## src/uart_slice_map.vh

```
`ifndef UART_SLICE_MAP_VH
`define UART_SLICE_MAP_VH
// ****************************************
// Register byte addresses.
// ****************************************
`define ADDR_CTRL3 12'h000
`define ADDR_DATA 12'h004
`define ADDR_MODE 12'h008
`define ADDR_STATUS 12'h00C
`define ADDR_IRQ_STAT 12'h010
`define ADDR_IRQ_MASK 12'h014
// ****************************************
// Control three field positions.
// ****************************************
`define C3_RX9 7
`define C3_TX9 6
`define C3_SINGLE_WIRE_TX_DIRECTION 5
`define C3_TX_POLARITY_INVERT 4
`define C3_OVERRUN_IRQ_ENABLE 3
`define C3_NOISE_IRQ_ENABLE 2
`define C3_FRAMING_IRQ_ENABLE 1
`define C3_PARITY_IRQ_ENABLE 0
`define C3_RESET 8'h00
`define C3_WR_MASK 8'h7F
// ****************************************
// Mode register fields.
// ****************************************
`define MODE_NINE 0
`define MODE_LOOP 1
`define MODE_RECEIVER_SOURCE_SELECT 2
`define MODE_RESET 8'h00
// ****************************************
// Status and interrupt fields.
// ****************************************
`define ST_PF 0
`define ST_FE 1
`define ST_NF 2
`define ST_OR 3
`define ST_RDRF 4
`define ST_TDRE 5
`define IRQ_TXDONE 4
`define IRQ_RXDONE 5
`define IRQ_RESET 8'h00
// ****************************************
// Serial timing.
// ****************************************
`define CLK_MHZ 125
`define BAUD_KBPS 1000
`define BIT_CYCLES ((`CLK_MHZ * 1000) / `BAUD_KBPS)
`define NOISE_LEAD 16'h0008
`endif

```

## src/uart_ctrl3_data.v

```verilog
`timescale 1ns/1ps
`include "uart_slice_map.vh"
module uart_ctrl3_data
(
    input wire clk,
    input wire rst_b,
    input wire psel,
    input wire penable,
    input wire pwrite,
    input wire [11:0] paddr,
    input wire [31:0] pwdata,
    output reg [31:0] prdata,
    output wire pready,
    output wire pslverr,
    output wire irq,
    input wire tx_pin_in,
    output wire tx_pin_out,
    output wire tx_pin_oe,
    input wire rx_pin,
    input wire parity_error_in
);
    // ****************************************
    // Register state.
    // ****************************************
    reg [7:0] serial_control_three;
    reg [7:0] mode_reg;
    reg [7:0] irq_status;
    reg [7:0] irq_mask;
    reg [8:0] tx_buffer;
    reg tx_full;
    reg [8:0] rx_buffer;
    reg rx_full;
    reg overrun_flag;
    reg noise_flag;
    reg framing_fault_flag;
    reg parity_fault_flag;
    reg status_seen;
    wire tx_busy;
    wire tx_done;
    wire tx_line;
    wire rx_done;
    wire [8:0] rx_word;
    wire rx_frame_err;
    wire rx_noise_err;
    wire [11:0] addr_w = paddr;
    wire access = psel && penable;
    wire wr = access && pwrite;
    wire rd = access && !pwrite;
    wire data_length_select = mode_reg[`MODE_NINE];
    wire loop_select = mode_reg[`MODE_LOOP];
    wire receiver_source_select = mode_reg[`MODE_RECEIVER_SOURCE_SELECT];
    wire single_wire = loop_select && receiver_source_select;
    wire tx_polarity_invert = serial_control_three[`C3_TX_POLARITY_INVERT];
    wire ninth_tx_bit = serial_control_three[`C3_TX9];
    wire tx_load = tx_full && !tx_busy;
    wire data_rd = rd && (addr_w == `ADDR_DATA);
    wire data_wr = wr && (addr_w == `ADDR_DATA);
    wire stat_rd = rd && (addr_w == `ADDR_STATUS);
    wire clear_step = data_rd && status_seen;
    wire mapped = (addr_w == `ADDR_CTRL3) || (addr_w == `ADDR_DATA) || (addr_w == `ADDR_MODE) ||
        (addr_w == `ADDR_STATUS) || (addr_w == `ADDR_IRQ_STAT) || (addr_w == `ADDR_IRQ_MASK);
    wire rx_into_core = single_wire ? tx_pin_in : (loop_select ? tx_line : rx_pin);
    wire [7:0] err_events;

    // Zero-wait slave; unmapped addresses answer with an error.
    assign pready = 1'b1;
    assign pslverr = access && !mapped;

    // ****************************************
    // Serial engine.
    // ****************************************
    uart_bit_core u_core
    (
        .clk(clk),
        .rst_b(rst_b),
        .nine_bit(data_length_select),
        .tx_load(tx_load),
        .tx_word(tx_buffer),
        .tx_busy(tx_busy),
        .tx_done(tx_done),
        .tx_line(tx_line),
        .rx_line(rx_into_core),
        .rx_done(rx_done),
        .rx_word(rx_word),
        .rx_frame_err(rx_frame_err),
        .rx_noise_err(rx_noise_err)
    );

    // Inversion covers idle and frame bits alike.
    assign tx_pin_out = tx_line ^ tx_polarity_invert;
    // Pin turns to an input only in single-wire mode with direction clear.
    assign tx_pin_oe = single_wire ? serial_control_three[`C3_SINGLE_WIRE_TX_DIRECTION] : 1'b1;

    // Control registers; the ninth receive bit is hardware-owned.
    always @(posedge clk or negedge rst_b)
    begin
        if (!rst_b)
        begin
            serial_control_three <= `C3_RESET;
            mode_reg <= `MODE_RESET;
            irq_mask <= `IRQ_RESET;
        end
        else
        begin
            if (wr && (addr_w == `ADDR_CTRL3))
            begin
                serial_control_three[6:0] <= pwdata[6:0];
            end
            if (wr && (addr_w == `ADDR_MODE))
            begin
                mode_reg <= {5'h00, pwdata[2:0]};
            end
            if (wr && (addr_w == `ADDR_IRQ_MASK))
            begin
                irq_mask <= pwdata[7:0];
            end
            if (rx_done && (!rx_full || data_rd))
            begin
                serial_control_three[`C3_RX9] <= data_length_select & rx_word[8];
            end
        end
    end

    // Transmit buffer; ninth bit is sampled from control three at the data write, not at tx_load.
    always @(posedge clk or negedge rst_b)
    begin
        if (!rst_b)
        begin
            tx_buffer <= 9'h000;
            tx_full <= 1'b0;
        end
        else
        begin
            if (data_wr)
            begin
                tx_buffer <= {ninth_tx_bit, pwdata[7:0]};
                tx_full <= 1'b1;
            end
            else if (tx_load)
            begin
                tx_full <= 1'b0;
            end
        end
    end

    // Receive buffer and error flags; any data read empties the buffer, status read then data read clears the flags.
    // A new event in the clearing cycle wins over the clear.
    always @(posedge clk or negedge rst_b)
    begin
        if (!rst_b)
        begin
            rx_buffer <= 9'h000;
            rx_full <= 1'b0;
            overrun_flag <= 1'b0;
            noise_flag <= 1'b0;
            framing_fault_flag <= 1'b0;
            parity_fault_flag <= 1'b0;
            status_seen <= 1'b0;
        end
        else
        begin
            if (stat_rd)
            begin
                status_seen <= 1'b1;
            end
            else if (data_rd)
            begin
                status_seen <= 1'b0;
            end
            if (clear_step)
            begin
                overrun_flag <= 1'b0;
                noise_flag <= 1'b0;
                framing_fault_flag <= 1'b0;
                parity_fault_flag <= 1'b0;
            end
            if (data_rd)
            begin
                rx_full <= 1'b0;
            end
            if (rx_done)
            begin
                if (rx_full && !data_rd)
                begin
                    overrun_flag <= 1'b1;
                end
                else
                begin
                    rx_buffer <= rx_word;
                    rx_full <= 1'b1;
                    noise_flag <= rx_noise_err;
                    framing_fault_flag <= rx_frame_err;
                    parity_fault_flag <= parity_error_in;
                end
            end
        end
    end

    // ****************************************
    // Interrupt status, reloaded from the current events by reading it.
    // ****************************************
    assign err_events[`ST_PF] = parity_fault_flag & serial_control_three[`C3_PARITY_IRQ_ENABLE];
    assign err_events[`ST_FE] = framing_fault_flag & serial_control_three[`C3_FRAMING_IRQ_ENABLE];
    assign err_events[`ST_NF] = noise_flag & serial_control_three[`C3_NOISE_IRQ_ENABLE];
    assign err_events[`ST_OR] = overrun_flag & serial_control_three[`C3_OVERRUN_IRQ_ENABLE];
    assign err_events[`IRQ_TXDONE] = tx_done;
    assign err_events[`IRQ_RXDONE] = rx_done;
    assign err_events[7:6] = 2'b00;

    // Sticky bits; a set in the read cycle survives the read clear.
    always @(posedge clk or negedge rst_b)
    begin
        if (!rst_b)
        begin
            irq_status <= `IRQ_RESET;
        end
        else if (rd && (addr_w == `ADDR_IRQ_STAT))
        begin
            irq_status <= err_events;
        end
        else
        begin
            irq_status <= irq_status | err_events;
        end
    end

    assign irq = |(irq_status & irq_mask);

    // Read mux; the data port returns the receive buffer only.
    always @(posedge clk or negedge rst_b)
    begin
        if (!rst_b)
        begin
            prdata <= 32'h00000000;
        end
        else if (psel && !penable && !pwrite)
        begin
            if (addr_w == `ADDR_CTRL3)
            begin
                prdata <= {24'h000000, serial_control_three};
            end
            else if (addr_w == `ADDR_DATA)
            begin
                prdata <= {24'h000000, rx_buffer[7:0]};
            end
            else if (addr_w == `ADDR_MODE)
            begin
                prdata <= {24'h000000, mode_reg};
            end
            else if (addr_w == `ADDR_STATUS)
            begin
                prdata <= {26'h0000000, !tx_full, rx_full, overrun_flag, noise_flag,
                    framing_fault_flag, parity_fault_flag};
            end
            else if (addr_w == `ADDR_IRQ_STAT)
            begin
                prdata <= {24'h000000, irq_status};
            end
            else if (addr_w == `ADDR_IRQ_MASK)
            begin
                prdata <= {24'h000000, irq_mask};
            end
            else
            begin
                prdata <= 32'h00000000;
            end
        end
    end
endmodule // uart_ctrl3_data

```

## src/uart_bit_core.v

```verilog
`timescale 1ns/1ps
`include "uart_slice_map.vh"
module uart_bit_core
(
    input wire clk,
    input wire rst_b,
    input wire nine_bit,
    input wire tx_load,
    input wire [8:0] tx_word,
    output reg tx_busy,
    output reg tx_done,
    output reg tx_line,
    input wire rx_line,
    output reg rx_done,
    output reg [8:0] rx_word,
    output reg rx_frame_err,
    output reg rx_noise_err
);
    // ****************************************
    // Bit-rate enable divider.
    // ****************************************
    localparam integer BIT_INT = `BIT_CYCLES - 1;
    localparam [15:0] BIT_MAX = BIT_INT[15:0];
    reg [15:0] tx_cnt;
    reg [15:0] rx_cnt;
    reg [10:0] tx_shift;
    reg [3:0] tx_bits;
    reg [3:0] rx_bits;
    reg rx_active;
    reg [9:0] rx_shift;
    reg s_a;
    reg s_b;
    reg rx_early;
    reg rx_noisy;
    wire [3:0] frame_bits = nine_bit ? 4'hB : 4'hA;

    // Transmitter: start bit, data LSB first, stop bit; idles high.
    always @(posedge clk or negedge rst_b)
    begin
        if (!rst_b)
        begin
            tx_cnt <= 16'h0000;
            tx_shift <= 11'h7FF;
            tx_bits <= 4'h0;
            tx_busy <= 1'b0;
            tx_done <= 1'b0;
            tx_line <= 1'b1;
        end
        else
        begin
            tx_done <= 1'b0;
            if (!tx_busy)
            begin
                tx_line <= 1'b1;
                if (tx_load)
                begin
                    // Ninth bit dropped in eight-bit mode.
                    tx_shift <= nine_bit ? {1'b1, tx_word, 1'b0} : {2'b11, tx_word[7:0], 1'b0};
                    tx_bits <= frame_bits;
                    tx_busy <= 1'b1;
                    tx_cnt <= 16'h0000;
                end
            end
            else if (tx_cnt == 16'h0000)
            begin
                tx_line <= tx_shift[0];
                tx_shift <= {1'b1, tx_shift[10:1]};
                tx_cnt <= BIT_MAX;
                if (tx_bits == 4'h0)
                begin
                    tx_busy <= 1'b0;
                    tx_done <= 1'b1;
                end
                else
                begin
                    tx_bits <= tx_bits - 4'h1;
                end
            end
            else
            begin
                tx_cnt <= tx_cnt - 16'h0001;
            end
        end
    end

    // Receiver samples mid-bit; a level change between the early look and the sample counts as noise.
    // Two looks per bit are cheaper than a majority vote and still catch a mid-bit glitch.
    always @(posedge clk or negedge rst_b)
    begin
        if (!rst_b)
        begin
            s_a <= 1'b1;
            s_b <= 1'b1;
            rx_cnt <= 16'h0000;
            rx_bits <= 4'h0;
            rx_active <= 1'b0;
            rx_shift <= 10'h000;
            rx_done <= 1'b0;
            rx_word <= 9'h000;
            rx_frame_err <= 1'b0;
            rx_noise_err <= 1'b0;
            rx_early <= 1'b1;
            rx_noisy <= 1'b0;
        end
        else
        begin
            s_a <= rx_line;
            s_b <= s_a;
            rx_done <= 1'b0;
            if (!rx_active)
            begin
                if (!s_b)
                begin
                    rx_active <= 1'b1;
                    rx_cnt <= {1'b0, BIT_MAX[15:1]};
                    rx_bits <= frame_bits - 4'h1;
                    rx_noisy <= 1'b0;
                end
            end
            else if (rx_cnt != 16'h0000)
            begin
                rx_cnt <= rx_cnt - 16'h0001;
                // Early look at the line, a few cycles before the mid-bit sample.
                if (rx_cnt == `NOISE_LEAD)
                begin
                    rx_early <= s_b;
                end
            end
            else
            begin
                rx_cnt <= BIT_MAX;
                rx_shift <= {s_b, rx_shift[9:1]};
                rx_noisy <= rx_noisy | (s_b != rx_early);
                if (rx_bits == (frame_bits - 4'h1) && s_b)
                begin
                    rx_active <= 1'b0;
                end
                else if (rx_bits == 4'h0)
                begin
                    rx_active <= 1'b0;
                    rx_done <= 1'b1;
                    rx_frame_err <= !s_b;
                    rx_noise_err <= rx_noisy | (s_b != rx_early);
                    rx_word <= nine_bit ? rx_shift[9:1] : {1'b0, rx_shift[9:2]};
                end
                else
                begin
                    rx_bits <= rx_bits - 4'h1;
                end
            end
        end
    end
endmodule // uart_bit_core

```

## config.mk

```make
export PLATFORM = sky130hd
export DESIGN_NAME = uart_ctrl3_data
export DESIGN_NICKNAME = d
export VERILOG_FILES = /design/src/uart_ctrl3_data.v /design/src/uart_bit_core.v
export VERILOG_INCLUDE_DIRS = /design/src
export SDC_FILE = /design/constraint.sdc
export NUM_CORES = 1
export LEC_CHECK = 0
export ABC_AREA = 0
export ABC_CLOCK_PERIOD_IN_PS = 3000
export BUFFER_PORTS_ARGS = -buffer_cell sky130_fd_sc_hd__buf_2
export CORE_MARGIN = 2
export CORE_UTILIZATION = 59
export CTS_CLUSTER_SIZE = 30
export DETAILED_ROUTE_END_ITERATION = 10
export GPL_ROUTABILITY_DRIVEN = 0
export PLACE_DENSITY = 0.81
export SLEW_MARGIN = 20
export SYNTH_ARGS = -nofsm -noshare
export SYNTH_HDL_FRONTEND = slang
export SYNTH_SLANG_ARGS = --single-unit
export TNS_END_PERCENT = 100
```

## constraint.sdc

```tcl
create_clock -name clk -period 3 [get_ports clk]
set_input_delay 0.6 -clock clk [delete_from_list [all_inputs] [get_ports clk]]
set_output_delay 0.6 -clock clk [all_outputs]
set_load 0.05 [all_outputs]
```

[Word-level counts from Yosys, hierarchy flattened]
Cells that the tools add are included.
Word-level totals
  register bits after elaboration: 164
  input bits: 52
  output and inout bits: 37
  logic and storage cells: 185
Cells by class
  add/sub/neg operators: 5
  equality and inequality tests: 14
  multiplexer cells: 71
  bitwise gates (word level): 12
  reductions and logical operators: 50
Operator list (number)
  $mux W16: 6
  $mux W8: 7
  $mux W1: 44
  $mux W4: 9
  $mux W11: 3
  $sub A16 B1 Y16 const B: 2
  $eq A12 B4 Y1 const B: 2
  $eq A12 B5 Y1 const B: 2
  $logic_and A1 B1 Y1: 19
  $eq A16 B4 Y1 const B: 1
  $logic_not A16 Y1: 1
  $reduce_bool A16 Y1: 1
  $eq A12 B3 Y1 const B: 1
  $logic_not A12 Y1: 1
  $sub A4 B1 Y4 const B: 3
  $mux W10: 1
  $ne A2 B2 Y1 const B: 5
  $mux W9: 1
  $and A8 B8 Y8: 1
  $logic_not A1 Y1: 8
  $logic_not A4 Y1: 2
  $or A8 B6 Y8: 1
  $reduce_and A2 Y1: 4
  $reduce_and A4 Y1: 2
  11 further kinds: 25

[Longest topological paths before layout]
  depth in word-level cells: 8
  gate-level depth with buffers: 8
  gate-level depth less buffers: 6

[Modules after synthesis]
Synthesis repeated with hierarchy kept, for this count alone.
Second synthesis, totals
  cells, all modules: 712
  area total of the unflattened synthesis: 7129.3 µm²
Modules (own cells, without submodules)
  uart_bit_core: instances 1, cells an instance 455, area an instance 4126.5 µm², sequential area each 1994.4 µm²
  uart_ctrl3_data: instances 1, cells an instance 257, area an instance 3002.9 µm², sequential area each 1426.4 µm²

[Worst setup path after synthesis]
Ideal clock, no wire load.
  path kind: input port to output port
  from: in paddr[9]
  to: out pslverr
  data arrival time: 1962 ps
  required time: 2400 ps
  path slack: 438 ps
  stages on the path: 4
  path buffers: 0
  cell sequence: or4_1 > nor3_1 > nand2_1 > and3_1
Between the ends
  word-level cells in the longest chain between the ends: 8
  elaborated cells between the ends (all ways): 13
  those cells by class: eq/ne (5); reduce/logical (8)
Ends and longest elaborated chain
  start: declaration: line uart_ctrl3_data.v:10  | input wire [11:0] paddr,
  $eq A12 B3 Y1 (no source line) or $logic_not A12 Y1 (tied branches)
  $logic_or A1 B1 Y1 (4 in a row): line uart_ctrl3_data.v:60  | wire mapped = (addr_w == `ADDR_CTRL3) || (addr_w == `ADDR_DATA) || (addr_w == `ADDR_MODE) ||
  $logic_or A1 B1 Y1 (*): line uart_ctrl3_data.v:60
  $logic_not A1 Y1 (*): line uart_ctrl3_data.v:67  | assign pslverr = access && !mapped;
  $logic_and A1 B1 Y1 (*): line uart_ctrl3_data.v:67
  end: declaration: line uart_ctrl3_data.v:14  | output wire pslverr,
Every way passes the cells marked *; elsewhere a longest branch is shown, timed or not.

[Worst setup path in the final report]
Ends and elaborated chain as after synthesis.

==> impl_results.md <==
- Count of cell types in the netlist: 76
- Vias in the first global route: 5,410
- Prevailing post-synth register cell: dfrtp_1
- Drt wl/cell: 18.5 um
- Crit path launch: paddr[9]
- FF-to-FF Start: u_core.tx_cnt[0]$_DFFE_PN0P_
- Combinational share of power: 0.058
- Final core occ: 0.674
- Hold Slack: 135 ps
- IO Port Bufs: 39
- Slew Limit Headroom: 0.448
- Cell mode on critical path: buf_2
- Min-delay worst type: input port to async pin
- Register share of total power: 0.440
- Full die area: between 10,000 and 15,000 um^2
- Max IR drop VDD: 0.362 mV
- Final hold viol count: 0
- CTS tree: built
- Outcome: completed
- CP max-delay cell: or4_1
- DR DRC count: 0
- Core area: 12,000 um^2
- Final count of pins violating max slew: 0
- Post-cts sizing count: 0
- Avg Inst Size Synth: 10.7 um^2
- CP Class: input port to primary output
- Hold_buf cts: 0
- P_int: about 3.2 mW
- Htree depth: 4
- Fillcell total: about 890
- Clock Latency Late Sink: 420 ps
- Detail Placement HPWL: 10,800 um
- Crit path buf inv count: 2
- Site Rows: 40
- Largest registers: u_core.rx_cnt x16, u_core.tx_cnt x16, u_core.tx_shift x10
- Register clock-pin slew on the reported worst setup and hold paths: roughly 60 ps
- Vias: 5,588
- # Max-Cap Violations: 0
- Post-Syn Area: 7230 um^2
- Critical Path AT: 2120 ps
- Cell Pwr Density: 522 nW/um^2
- TritonCTS Buffers: 17
- Asr flop ratio synth: 1.00
- Leak pwr: around 3.7 nW
- Seq cells post-synth: 136
- I/O Pins: 89
- Post-Place Cells: 838
- Initial Util: 0.602
- Final wirelength: 16,100 um
- Critical Path Fanout Max: 3
- Remaining Overflow, GRT: 0
- Yosys Warn Count: 0
- Post-CTS setup buffer count: 0
- Syn Inst Count: 676
- Die X: 115 um
- EDFF count, synth: 0
- Drt pass-1 iters: 5
- Post-route cell area: 8100 um^2
- Via density: 6.42
- CP Cell Sequence: buf_2 > or4_1 > nor3_1 > nand2_1 > and3_1 > buf_2
- Number of nets in the layout: 767
- Seq/Total Area, Yosys: 0.473
- Placed Area: approximately 7500 um^2
- CTS sink cnt: 136
- FF/Latch Area: 3420 um^2
- Crit-path max cell delay: 620 ps
- Layout overhead on the synthesized area: 12.0%
- Final setup fails: 0
- Net Sw Frac: 0.241
- Layout cell share with drive strength beyond 1: 0.277
- Largest net degree at the start of global routing: 59
- Initial DRC Count: roughly 500
- Top delay family on crit path: simple AND/OR/NAND/NOR gates
- RSZ-0062 raised after global routing: false
- Clock Tree Buf Depth: 2
- Post-route clock period utilization: 0.908
- Root buffer cell: clkbuf_16
- Worst EP required: 2400 ps
- Layout Cells excl Fill: 870
- Fmax: 367 MHz
- Switching power: roughly 1.0 mW
- Clock power frac: 0.502
- Final ANT Viol Nets: 0
- Setup TNS: 0 ps
- Ant. Diodes: 0
- Multi-input combinational cell area: 3450 um^2
- Clock Skew: 6.16 ps
- Crit path capture type: primary output
- Die Y: 115 um
- All-Layer GR Usage: 0.258
- Initial antenna violation count: 0
- First-pass GRT wire length: approximately 27,000 um
- Worst-margin pin slew: 828 ps
- CP Launch Type: input port
- Minimum clock period after layout: 2720 ps
==> placed cells by master, fill, tap and decap left out, drive strengths merged, types with 9 or more instances in the layout <==
master  Yosys  routed
nand2b      9       9
inv        26      27
dfstp      14      14
dfrtp     122     122
a31oi      17      17
nor3       16      16
mux2       64      64
nand4      12      12
nor2       29      29
nand3      25      25
conb        2      25
o221a       9       9
clkbuf     32      17
or4        12      12
buf        32      56
nor4       21      21
nand2      33      33
o21ai      15      15
or3        17      17
mux2i      20      20
a21oi      20      20
==> cell families after synthesis <==
family	share of synthesized area
simple gates	0.183
mux	0.130
other cells	0.00104
buf+inv	0.0613
xor+xnor	0.00606
fa+ha+maj	0.00865
compound gates	0.137
flops	0.473
==> power by group through the flow <==
| stage | registers, mW | clock network, mW | logic [mW] |
|---|---|---|---|
| after floorplan | 1.91 | 0 | 0.163 |
| after global placement | 1.89 | 0 | 0.242 |
| after detailed placement | 1.89 | 0 | 0.246 |
| after CTS | 1.86 | 2.15 | 0.247 |
| after global routing | 1.86 | 2.23 | 0.269 |
| final | 1.86 | 2.12 | 0.246 |
==> path summary, 6_finish.rpt <==
check / end / slack (ps) / depth (start not counted)
worst min-delay path: u_core.tx_cnt[12]$_DFFE_PN0P_ / 140 / 1
worst min register to register: u_core.s_b$_DFF_PN1_ / 360 / 0
worst max-delay path: pslverr / 280 / 6
max in group asynchronous: u_core.tx_busy$_DFF_PN0_ / 2120 / 2
worst max register to register: u_core.tx_cnt[1]$_DFFE_PN0P_ / 460 / 6
min in group clk: u_core.s_b$_DFF_PN1_ / 360 / 0
==> metal layers <==
layer | wire length, um | GRT usage
met1 | 6910 | 0.347
met2 | 7880 | 0.412
met3 | 1040 | 0.0619
met4 | 311 | 0.0924
met5 | 0 | 0
==> layout make-up <==
class / count / share of cell area
timing repair buffer: 56 / 0.0422
inverter: 26 / 0.0120
multi-input combinational: 473 / 0.426
tap: 147 / 0.0227
sequential: 136 / 0.422
clock buffer: 17 / 0.0525
clock inverter: 15 / 0.0221
==> cell usage after synthesis (all sizes together), types with 9 or more instances <==
cell type	number	share of area
a21oi	20	0.014
a31oi	17	0.015
buf	32	0.031
clkbuf	32	0.017
dfrtp	122	0.42
dfstp	14	0.051
inv	26	0.013
mux2	64	0.10
mux2i	20	0.028
nand2	33	0.017
nand2b	9	0.0078
nand3	25	0.018
nand4	12	0.010
nor2	29	0.015
nor3	16	0.012
nor4	21	0.025
o21ai	15	0.010
o221a	9	0.014
or3	17	0.016
or4	12	0.013
==> stage by stage <==
stage / total power, mW / worst slack [ps]
final: 4.23 / 276
after global routing: 4.36 / 248
after CTS: 4.26 / 300
after detailed placement: 2.14 / 315
after global placement: 2.13 / 341
after floorplan: 2.07 / 438
Power figures use the tool's default switching activity.
